### src/hdl/ssr_pkg.sv
// Constants for the serial sticky status readout block.
package ssr_pkg;
    localparam int STATUS_W = 13;
    localparam int BIT_LOCAL_WAKE = 0;
    localparam int BIT_REMOTE_WAKE = 1;
    localparam int BIT_NODE_CFG = 2;
    localparam int BIT_SUPPLY_UP = 3;
    localparam int BIT_BUS_ERR = 4;
    localparam int BIT_TEMP_HIGH = 5;
    localparam int BIT_TEMP_MED = 6;
    localparam int BIT_GATE_STUCK = 7;
    localparam int BIT_LOW_BAT = 8;
    localparam int BIT_LOW_CORE = 9;
    localparam int BIT_LOW_IO = 10;
    localparam int BIT_STAR_LOCK = 11;
    localparam int BIT_CLASH = 12;
    localparam int IDX_W = 4;
    localparam logic [STATUS_W-1:0] STATUS_RESET = 13'h0000;
    localparam logic [STATUS_W-1:0] CLEARABLE_MASK = 13'h1ff0;
    localparam int CLK_MHZ = 100;
    // Idle time on the shift clock before clearing, in microseconds.
    localparam int IDLE_CLEAR_US = 40;
    localparam int IDLE_CLEAR_CYC = IDLE_CLEAR_US * CLK_MHZ;
endpackage

### src/hdl/ssr_status_readout.sv
// Sticky status register read out serially on the fault pin.
module ssr_status_readout #(
    parameter int IDLE_CYC = ssr_pkg::IDLE_CLEAR_CYC
) (
    input wire logic sys_clk, // System clock.
    input wire logic rstn, // Asynchronous reset, active low.
    input wire logic mode_clk_pin, // Mode input used as shift clock.
    input wire logic io_range_high, // IO supply within 4.75 V to 5.25 V.
    input wire logic io_range_low, // IO supply within 2.2 V to 4.75 V.
    input wire logic local_wake_flag, // Live local wake source flag.
    input wire logic remote_wake_flag, // Live remote wake source flag.
    input wire logic node_cfg_flag, // High for node configuration.
    input wire logic supply_up_flag, // Power-on flag.
    input wire logic bus_err_flag, // Bus error flag.
    input wire logic temp_high_flag, // High temperature flag.
    input wire logic temp_med_flag, // Medium temperature flag.
    input wire logic transmit_gate_stuck_flag, // Gate clamped flag.
    input wire logic low_battery_flag, // Battery undervoltage flag.
    input wire logic low_core_supply_flag, // Core undervoltage flag.
    input wire logic low_io_supply_flag, // IO undervoltage flag.
    input wire logic star_locked, // High while in star locked mode.
    input wire logic branch_clash, // Collision detected on branches.
    output logic fault_status_pin, // Serial status out, low means set.
    output logic error_flag // Summary of latched bits S4-S12.
);
    localparam int CW = $clog2(IDLE_CYC + 1);
    if (IDLE_CYC < 1) begin
        $error("IDLE_CYC must be at least one");
    end

    logic [2:0] sync;
    logic [2:0] next_sync;
    logic clk_lvl;
    logic next_clk_lvl;
    logic [ssr_pkg::STATUS_W-1:0] sticky;
    logic [ssr_pkg::STATUS_W-1:0] next_sticky;
    logic [ssr_pkg::IDX_W-1:0] idx;
    logic [ssr_pkg::IDX_W-1:0] next_idx;
    logic read_done;
    logic next_read_done;
    logic [CW-1:0] idle;
    logic [CW-1:0] next_idle;
    logic next_fault;
    logic next_error;
    logic [ssr_pkg::STATUS_W-1:0] src;
    logic [ssr_pkg::STATUS_W-1:0] view;
    logic fall;
    logic edge_seen;
    logic access_ok;
    logic idle_hit;

    always_comb begin
        // The wake and configuration bits are mirrors, the rest latch.
        // detected clash latched
        src = {branch_clash, star_locked, low_io_supply_flag,
               low_core_supply_flag, low_battery_flag,
               transmit_gate_stuck_flag, temp_med_flag, temp_high_flag,
               bus_err_flag, supply_up_flag, 3'h0};
        view = sticky;
        view[ssr_pkg::BIT_LOCAL_WAKE] = local_wake_flag;
        view[ssr_pkg::BIT_REMOTE_WAKE] = remote_wake_flag;
        view[ssr_pkg::BIT_NODE_CFG] = node_cfg_flag;
        access_ok = (!low_io_supply_flag && io_range_high) ||
                    (!low_core_supply_flag && io_range_low);
        next_sync = {sync[1:0], mode_clk_pin};
        next_clk_lvl = clk_lvl;
        if (sync[2] == sync[1]) begin
            next_clk_lvl = sync[1];
        end
        fall = clk_lvl && !next_clk_lvl;
        edge_seen = clk_lvl != next_clk_lvl;
        // An edge in the expiry cycle restarts the wait instead.
        idle_hit = read_done && !edge_seen && (idle == CW'(IDLE_CYC));
        next_idle = idle;
        if (edge_seen) begin
            next_idle = '0;
        end else if (idle != CW'(IDLE_CYC)) begin
            next_idle = idle + CW'(1);
        end
        next_idx = idx;
        next_read_done = read_done;
        if (fall && access_ok) begin
            next_read_done = 1'b1;
            if (idx == ssr_pkg::IDX_W'(ssr_pkg::STATUS_W - 1)) begin
                next_idx = '0;
            end else begin
                next_idx = idx + ssr_pkg::IDX_W'(1);
            end
        end
        next_sticky = sticky;
        if (idle_hit) begin
            next_sticky = sticky & ~(ssr_pkg::CLEARABLE_MASK & ~src);
            next_read_done = 1'b0;
            next_idx = '0;
        end
        next_sticky = next_sticky | src;
        next_sticky[2:0] = 3'h0;
        next_fault = 1'b1;
        if (access_ok) begin
            next_fault = !view[next_idx];
        end
        next_error = |(next_sticky & ssr_pkg::CLEARABLE_MASK);
    end

    always_ff @(posedge sys_clk or negedge rstn) begin
        if (!rstn) begin
            sync <= 3'h7;
            clk_lvl <= 1'b1;
            sticky <= ssr_pkg::STATUS_RESET;
            idx <= '0;
            read_done <= 1'b0;
            idle <= '0;
            fault_status_pin <= 1'b1;
            error_flag <= 1'b0;
        end else begin
            sync <= next_sync;
            clk_lvl <= next_clk_lvl;
            sticky <= next_sticky;
            idx <= next_idx;
            read_done <= next_read_done;
            idle <= next_idle;
            fault_status_pin <= next_fault;
            error_flag <= next_error;
        end
    end
endmodule

### config.mk
export PLATFORM = sky130hd
export DESIGN_NAME = ssr_status_readout
export DESIGN_NICKNAME = d
export VERILOG_FILES = /design/src/hdl/ssr_pkg.sv /design/src/hdl/ssr_status_readout.sv
export SDC_FILE = /design/constraint.sdc
export NUM_CORES = 1
export LEC_CHECK = 0
export ABC_AREA = 1
export BUFFER_PORTS_ARGS = -buffer_cell sky130_fd_sc_hd__buf_2
export CORE_MARGIN = 2
export CORE_UTILIZATION = 30
export DETAILED_ROUTE_END_ITERATION = 10
export HOLD_SLACK_MARGIN = 0.08
export SLEW_MARGIN = 10
export SYNTH_ARGS = -nofsm -noshare
export SYNTH_HDL_FRONTEND = slang
export SYNTH_SLANG_ARGS = --single-unit
### constraint.sdc
create_clock -name sys_clk -period 4.18 [get_ports sys_clk]
set_input_delay 1.254 -clock sys_clk [delete_from_list [all_inputs] [get_ports sys_clk]]
set_output_delay 1.254 -clock sys_clk [all_outputs]
set_load 0.02 [all_outputs]
==> impl_metrics.toml, run 1 <==
[critical_path]
cp_max_fo = 11
r2r_cells = 13
cp.arrival_ns = 2.88
startpoint_type = "register"
crit_type = "register to register"
required_ns = 4.40
end_kind = "register"

[logic_synthesis]
synth_edf_count = 0
seq_area_frac_synth = 0.467
syn_nets = 231
async_flop_share = 1.00
ys_ff_latch = 33
yosysWarnings = 0
synth_area_per_cell_um2 = 8.57
syn_inst = 208
syn_area_mm2 = 0.00178
synth_flop_cell = "dfrtp_1"
ys_types = 35

[cells_and_area]
fill_cells = 624
design_area_mm2 = 0.00204
layout_common_cells = "inv_1 (35), nand2_1 (31), dfrtp_1 (28), buf_2 (19)"
drive_above_1_share = 0.279
num_antenna_cells = 0
fin_nets = 255
final_common_cell = "inv_1"
area_growth_pct = 14.6

[place]
post-place-ws_ns = 1.46
place_area_mm2 = 0.00196
gp_congestion = 0.822
io_buffers = 19
place_hpwl_mm = 2.56

[detailed_routing]
firstDrtPassIters = 4
antenna_left = 0
wl_per_cell_um = 10.9
drc = 0
vias = 1371
drt_wl_total_mm = 3.36
drt_iter0_drc = 38
vias_per_cell = 4.45

[clock_tree]
h-tree-depth = 2
cts_resized = 0
cts_hold_buf = 0
clkLatencyLatePin_ns = 0.29
clkSlewWorstSetupHoldPaths_ns = 0.07
clock_sinks = 33
cts_buffers = 5
cts_tree = "done"
cts_buffer_depth = 2
postCtsSetupBuffers = 0
root_buffer = "clkbuf_8"

[power]
p_leak_uw = 0.000950
vdd_drop_max_uv = 248
p_per_area_mw_per_mm2 = 457

[global_route]
antenna_found_initial = 0
grt_start_max_net_pins = 34
grt_pass1_wl_mm = 5.98
grt.total_usage = 0.119
overflow = 0
grt_pass1_vias = 1347

[worst_hold_path]
min_path_type = "register to register"
hold_path_depth = 0

[sta]
slew-limit-headroom = 0.520
setup_viol = 0
skew_ns = 0.00836
fin_setup_tns_ns = 0
finalCritPeriodShare = 0.637
finalHoldViolCount = 0
setup_slack_ns = 1.52
fin_crit_ns = 2.66
drv_slew = 0
worst_pin_slew_ns = 0.720
rsz0062_at_grt = "false"
fmax_mhz = 375

[outcome]
outcome = "completed"

[die]
boundaryPins = 20
fp-row-count = 28
die-area_mm2 = 0.00658
core-area_mm2 = 0.00582
fp.dieH_um = 81.1
die_x_um = 81.1
start_util = 0.307

[job]
drv_cap = 0
-- state kept, by name, summed over array words and instances, names as in the netlist --
signal,count
idle,12
sticky,10
read_done,1
idx,4
clk_lvl,1
error_flag,1
fault_status_pin,1
sync,3
-- worst max-delay path: stages, from the launching register on --
cell     delay (ns)
dfstp_2        0.54
a21oi_1        0.06
nor2_1         0.12
inv_1          0.06
ha_1           0.47
nand2_1        0.17
inv_1          0.12
nand4_2        0.32
nand2_1        0.33
nor2_1         0.08
nand2_1        0.06
nand3_1        0.09
a21oi_2        0.12
nand2_1        0.05
-- layer usage --
layer / vias to the layer above / share of wire / GRT usage
met5: - / 0 / 0
met4: 0 / 0.020 / 0.0559
met3: 6 / 0.030 / 0.0333
met2: 16 / 0.46 / 0.191
met1: 635 / 0.49 / 0.147
li1: 714 / - / -
-- report_power, final --
group,internal [uW],switching (uW)
Clock,115,119
Combinational,117,196
Sequential,360,26.3
-- cells in the mapped netlist (4+ instances only) --
| cell | n | area (um^2) |
|---|---|---|
| nor3_1 | 4 | 20.0 |
| ha_1 | 5 | 62.6 |
| nand2_2 | 4 | 25.0 |
| nor2_1 | 16 | 60.1 |
| dfstp_2 | 5 | 131 |
| nand3_1 | 16 | 80.1 |
| nand2_1 | 31 | 116 |
| a21oi_1 | 16 | 80.1 |
| inv_1 | 35 | 131 |
| dfrtp_1 | 28 | 701 |
| o21ai_0 | 8 | 40.0 |
-- stage by stage --
step | hold WS (ns) | total power [uW] | cells | util
5_1_grt | 0.364 | 1000 | 308 | 0.351
2_1_floorplan | 0.345 | 636 | 208 | -
3_3_place_gp | 0.351 | 705 | 300 | 0.336
3_5_place_dp | 0.351 | 707 | 300 | 0.336
6_report | 0.358 | 933 | 308 | 0.351
4_1_cts | 0.362 | 943 | 308 | 0.351
-- cell families (layout without fill, tap and decap cells) --
logic type,after synthesis,after routing,synth area share
adders and majority gates,5,5,0.0351
AOI/OAI and AO/OA,34,34,0.116
DFF,33,33,0.467
and+or+nand+nor,94,94,0.286
xor gates and xnor gates,1,1,0.00491
buffers and inverters,41,66,0.0905
-- area by class of cell --
cell class                      count  area, um^2  share of cell area
Clock inverter                      3        17.5             0.00857
Sequential cell                    33         832               0.407
Timing Repair Buffer               19        95.1              0.0465
Multi-Input combinational cell    134         790               0.386
Tap cell                           75        93.8              0.0459
Inverter                           39         146              0.0716
Clock buffer                        5        68.8              0.0337
-- final timing paths --
path                            slack, ns                to     from
worst max-delay path                 1.52  fault_status_pin  clk_lvl
worst max register to register       1.52  fault_status_pin  clk_lvl
min in group asynchronous            1.02          idle[10]     rstn
worst min-delay path                 0.36           sync[1]  sync[0]
worst min register to register       0.36           sync[1]  sync[0]
max in group asynchronous            2.70           idle[5]     rstn
Power figures use the tool's default switching activity.
==> run 2, diff against run 1 <==
- ABC_AREA: 1 -> 0
- clock period: 4.18 -> 2.23 ns (I/O delays scaled with it)
==> impl_metrics.toml, run 2 <==
[critical_path]
ff2ff_setup_slack_ns = -0.70
required_ns = 2.39
rr_endpoint = "error_flag"
reg2reg_from = "clk_lvl"
startpoint_type = "register"
crit_type = "register to register"
end_kind = "register"
cp.arrival_ns = 3.09
cp_max_fo = 6
r2r_cells = 10

[logic_synthesis]
syn_inst = 148
synth_adder_area_share = 0.0379
synth_flop_cell = "dfrtp_1"
synth_top_area_frac = 0.425
synth_top_family_by_area = "simple AND/OR/NAND/NOR gates"
synth_area_per_cell_um2 = 11.1
syn_area_mm2 = 0.00165
yosysWarnings = 0
async_flop_share = 1.00
syn_nets = 171
seq_area_frac_synth = 0.505
yosys.area_share.simple = 0.190
yosysMostFrequentCell = "dfrtp_1"
ys_types = 46
synth_xor_area_frac = 0.0425
synth_area_leaders = "dfrtp_1 (42%), dfstp_2 (8.0%), a21o_2 (4.2%)"
synthMuxAreaShare = 0.0379
synth_edf_count = 0
synth_compound_area_frac = 0.159
synth_top_area_cell = "dfrtp_1"
ys_ff_latch = 33
synthTopCellsByCount = "dfrtp_1 (28), and2_1 (9), a21o_2 (8), inv_1 (8), xnor2_1 (6)"

[place]
gp_congestion = 0.768
place_area_mm2 = 0.00201
place_hpwl_mm = 2.45
io_buffers = 19

[detailed_routing]
firstDrtPassIters = 4
drt_wl_total_mm = 3.39
antenna_left = 0
vias = 1275
vias_per_cell = 4.60
drc = 0
wl_per_cell_um = 12.2
drt_iter0_drc = 28

[global_route]
overflow = 0
grt.total_usage = 0.119
grt_start_max_net_pins = 34
grt_use_met2 = 0.192
use_met1 = 0.155
busiest_layer = "met2"
grt_pass1_wl_mm = 5.70
grtUsageMet3 = 0.0241
grt_pass1_vias = 1259
antenna_found_initial = 0

[cells_and_area]
num_antenna_cells = 0
fill_cells = 512
largest_reg_flops = 12
regArea_um2 = 832
fin_nets = 229
regMostFlops = "idle"
design_area_mm2 = 0.00224
drive_above_1_share = 0.444
layout_common_cells = "buf_4 (29), dfrtp_1 (28), buf_2 (19), and2_1 (9), a21o_2 (8)"
multi_input_area_um2 = 826
area_growth_pct = 35.6
post-route-util = 0.430
top_regs = "idle: 12 flops, sticky: 10 flops, idx: 4 flops"
final_common_cell = "buf_4"

[sta]
finalCritPeriodShare = 1.32
slew-limit-headroom = 0.511
rsz0062_at_grt = "true"
finalHoldViolCount = 0
drv_slew = 0
setup_viol = 8
holdWs_ns = 0.360
worst_pin_slew_ns = 0.733
skew_ns = 0.00500
fin_crit_ns = 2.93
fmax_mhz = 341
setup_slack_ns = -0.704

[clock_tree]
cts_tree = "done"
clkLatencyLatePin_ns = 0.28
clock_sinks = 33
root_buffer = "clkbuf_8"
cts_buffer_depth = 2
clkSlewWorstSetupHoldPaths_ns = 0.07
h-tree-depth = 2
cts_buffers = 5

[outcome]
violations = "setup timing"
outcome = "finished with violations"

[power]
p_leak_uw = 0.00101
combPwrFrac = 0.358
power.switching_uw = 592
p_per_area_mw_per_mm2 = 811
vdd_drop_max_uv = 526
p_seq_frac = 0.394
p_int_uw = 1220
swShare = 0.327
clockPowerShare = 0.248

[worst_hold_path]
hold_end = "sync[1]"
min_path_type = "register to register"
hold_path_depth = 0
hp-start = "sync[0]"

[die]
die_x_um = 78.1
fp-row-count = 26
boundaryPins = 20
core-area_mm2 = 0.00520
start_util = 0.317
fp.dieH_um = 78.1
die-area_mm2 = 0.00611

[job]
drv_cap = 0
## run 2: cell count changes in the layout (fill, tap and decap cells not counted), moves of 5 or more
cell and change:
a21o_1 +5, a21o_2 +7, a21oi_1 -13, and2_1 +9
buf_4 +29, buf_6 +5, inv_1 -28, nand2_1 -29
nand3_1 -11, nor2_1 -11, o21ai_0 -6, xnor2_1 +6
## run 2: layout make-up
type / instances / share of cell area
sequential: 33 / 0.372
multi-input combinational: 105 / 0.369
tap: 70 / 0.0392
clock inverter: 3 / 0.0101
timing repair buffer: 53 / 0.165
inverter: 8 / 0.0134
clock buffer: 5 / 0.0308
## run 2: worst max-delay path by stage
stage,depth (start not counted),to,from
floorplan,10,error_flag,clk_lvl
global placement,10,error_flag,clk_lvl
detailed placement,10,error_flag,clk_lvl
CTS,10,error_flag,clk_lvl
global route,10,error_flag,clk_lvl
finish,10,error_flag,clk_lvl
## run 2: power groups by stage
stage                     Combinational, uW  Clock [uW]  Sequential (uW)
after floorplan                         316           0              745
after global placement                  557           0              724
after detailed placement                561           0              725
final                                   649         449              714
after CTS                               617         466              714
after global routing                    713         488              725
## run 2: timing repair
item,CTS,global route
hold buffers,0,0
pin swaps,3,3
hold endpoints to repair,0,0
setup buffers,5,4
resized for setup,11,9
setup endpoints to repair,2,4
## run 2: critical path: stages, from the launching register on
cell	delay, ns
dfstp_2	0.56
a21o_1	0.12
o21ai_2	0.06
ha_1	0.30
nand2_2	0.06
or4_4	0.46
a21o_2	0.24
nor2_1	0.08
or3b_1	0.36
nor3_2	0.10
or4b_4	0.47
## run 2: routing by layer
layer  vias up  part of all wire
met5         -                 0
li1        649                 -
met4         0             0.010
met1       610              0.49
met2        14              0.48
met3         2             0.019
## run 2: kinds of logic (layout without fill, tap and decap cells)
logic type	count (synthesis)	after routing
AO/OA/AOI/OAI	35	35
AND/OR/NAND/NOR	51	51
flip-flops	33	33
XOR/XNOR	8	8
buffers and inverters	10	69
multiplexers	6	6
adder cells (fa/ha/maj)	5	5
## run 2: through the flow
step	cells	setup WS [ns]	setup TNS, ns	total power, uW
6_report	277	-0.704	-1.63	1810
5_1_grt	277	-0.799	-2.22	1930
4_1_cts	274	-0.719	-1.27	1800
3_5_place_dp	261	-0.716	-0.980	1290
3_3_place_gp	261	-0.657	-0.919	1280
2_1_floorplan	148	-0.583	-0.663	1060
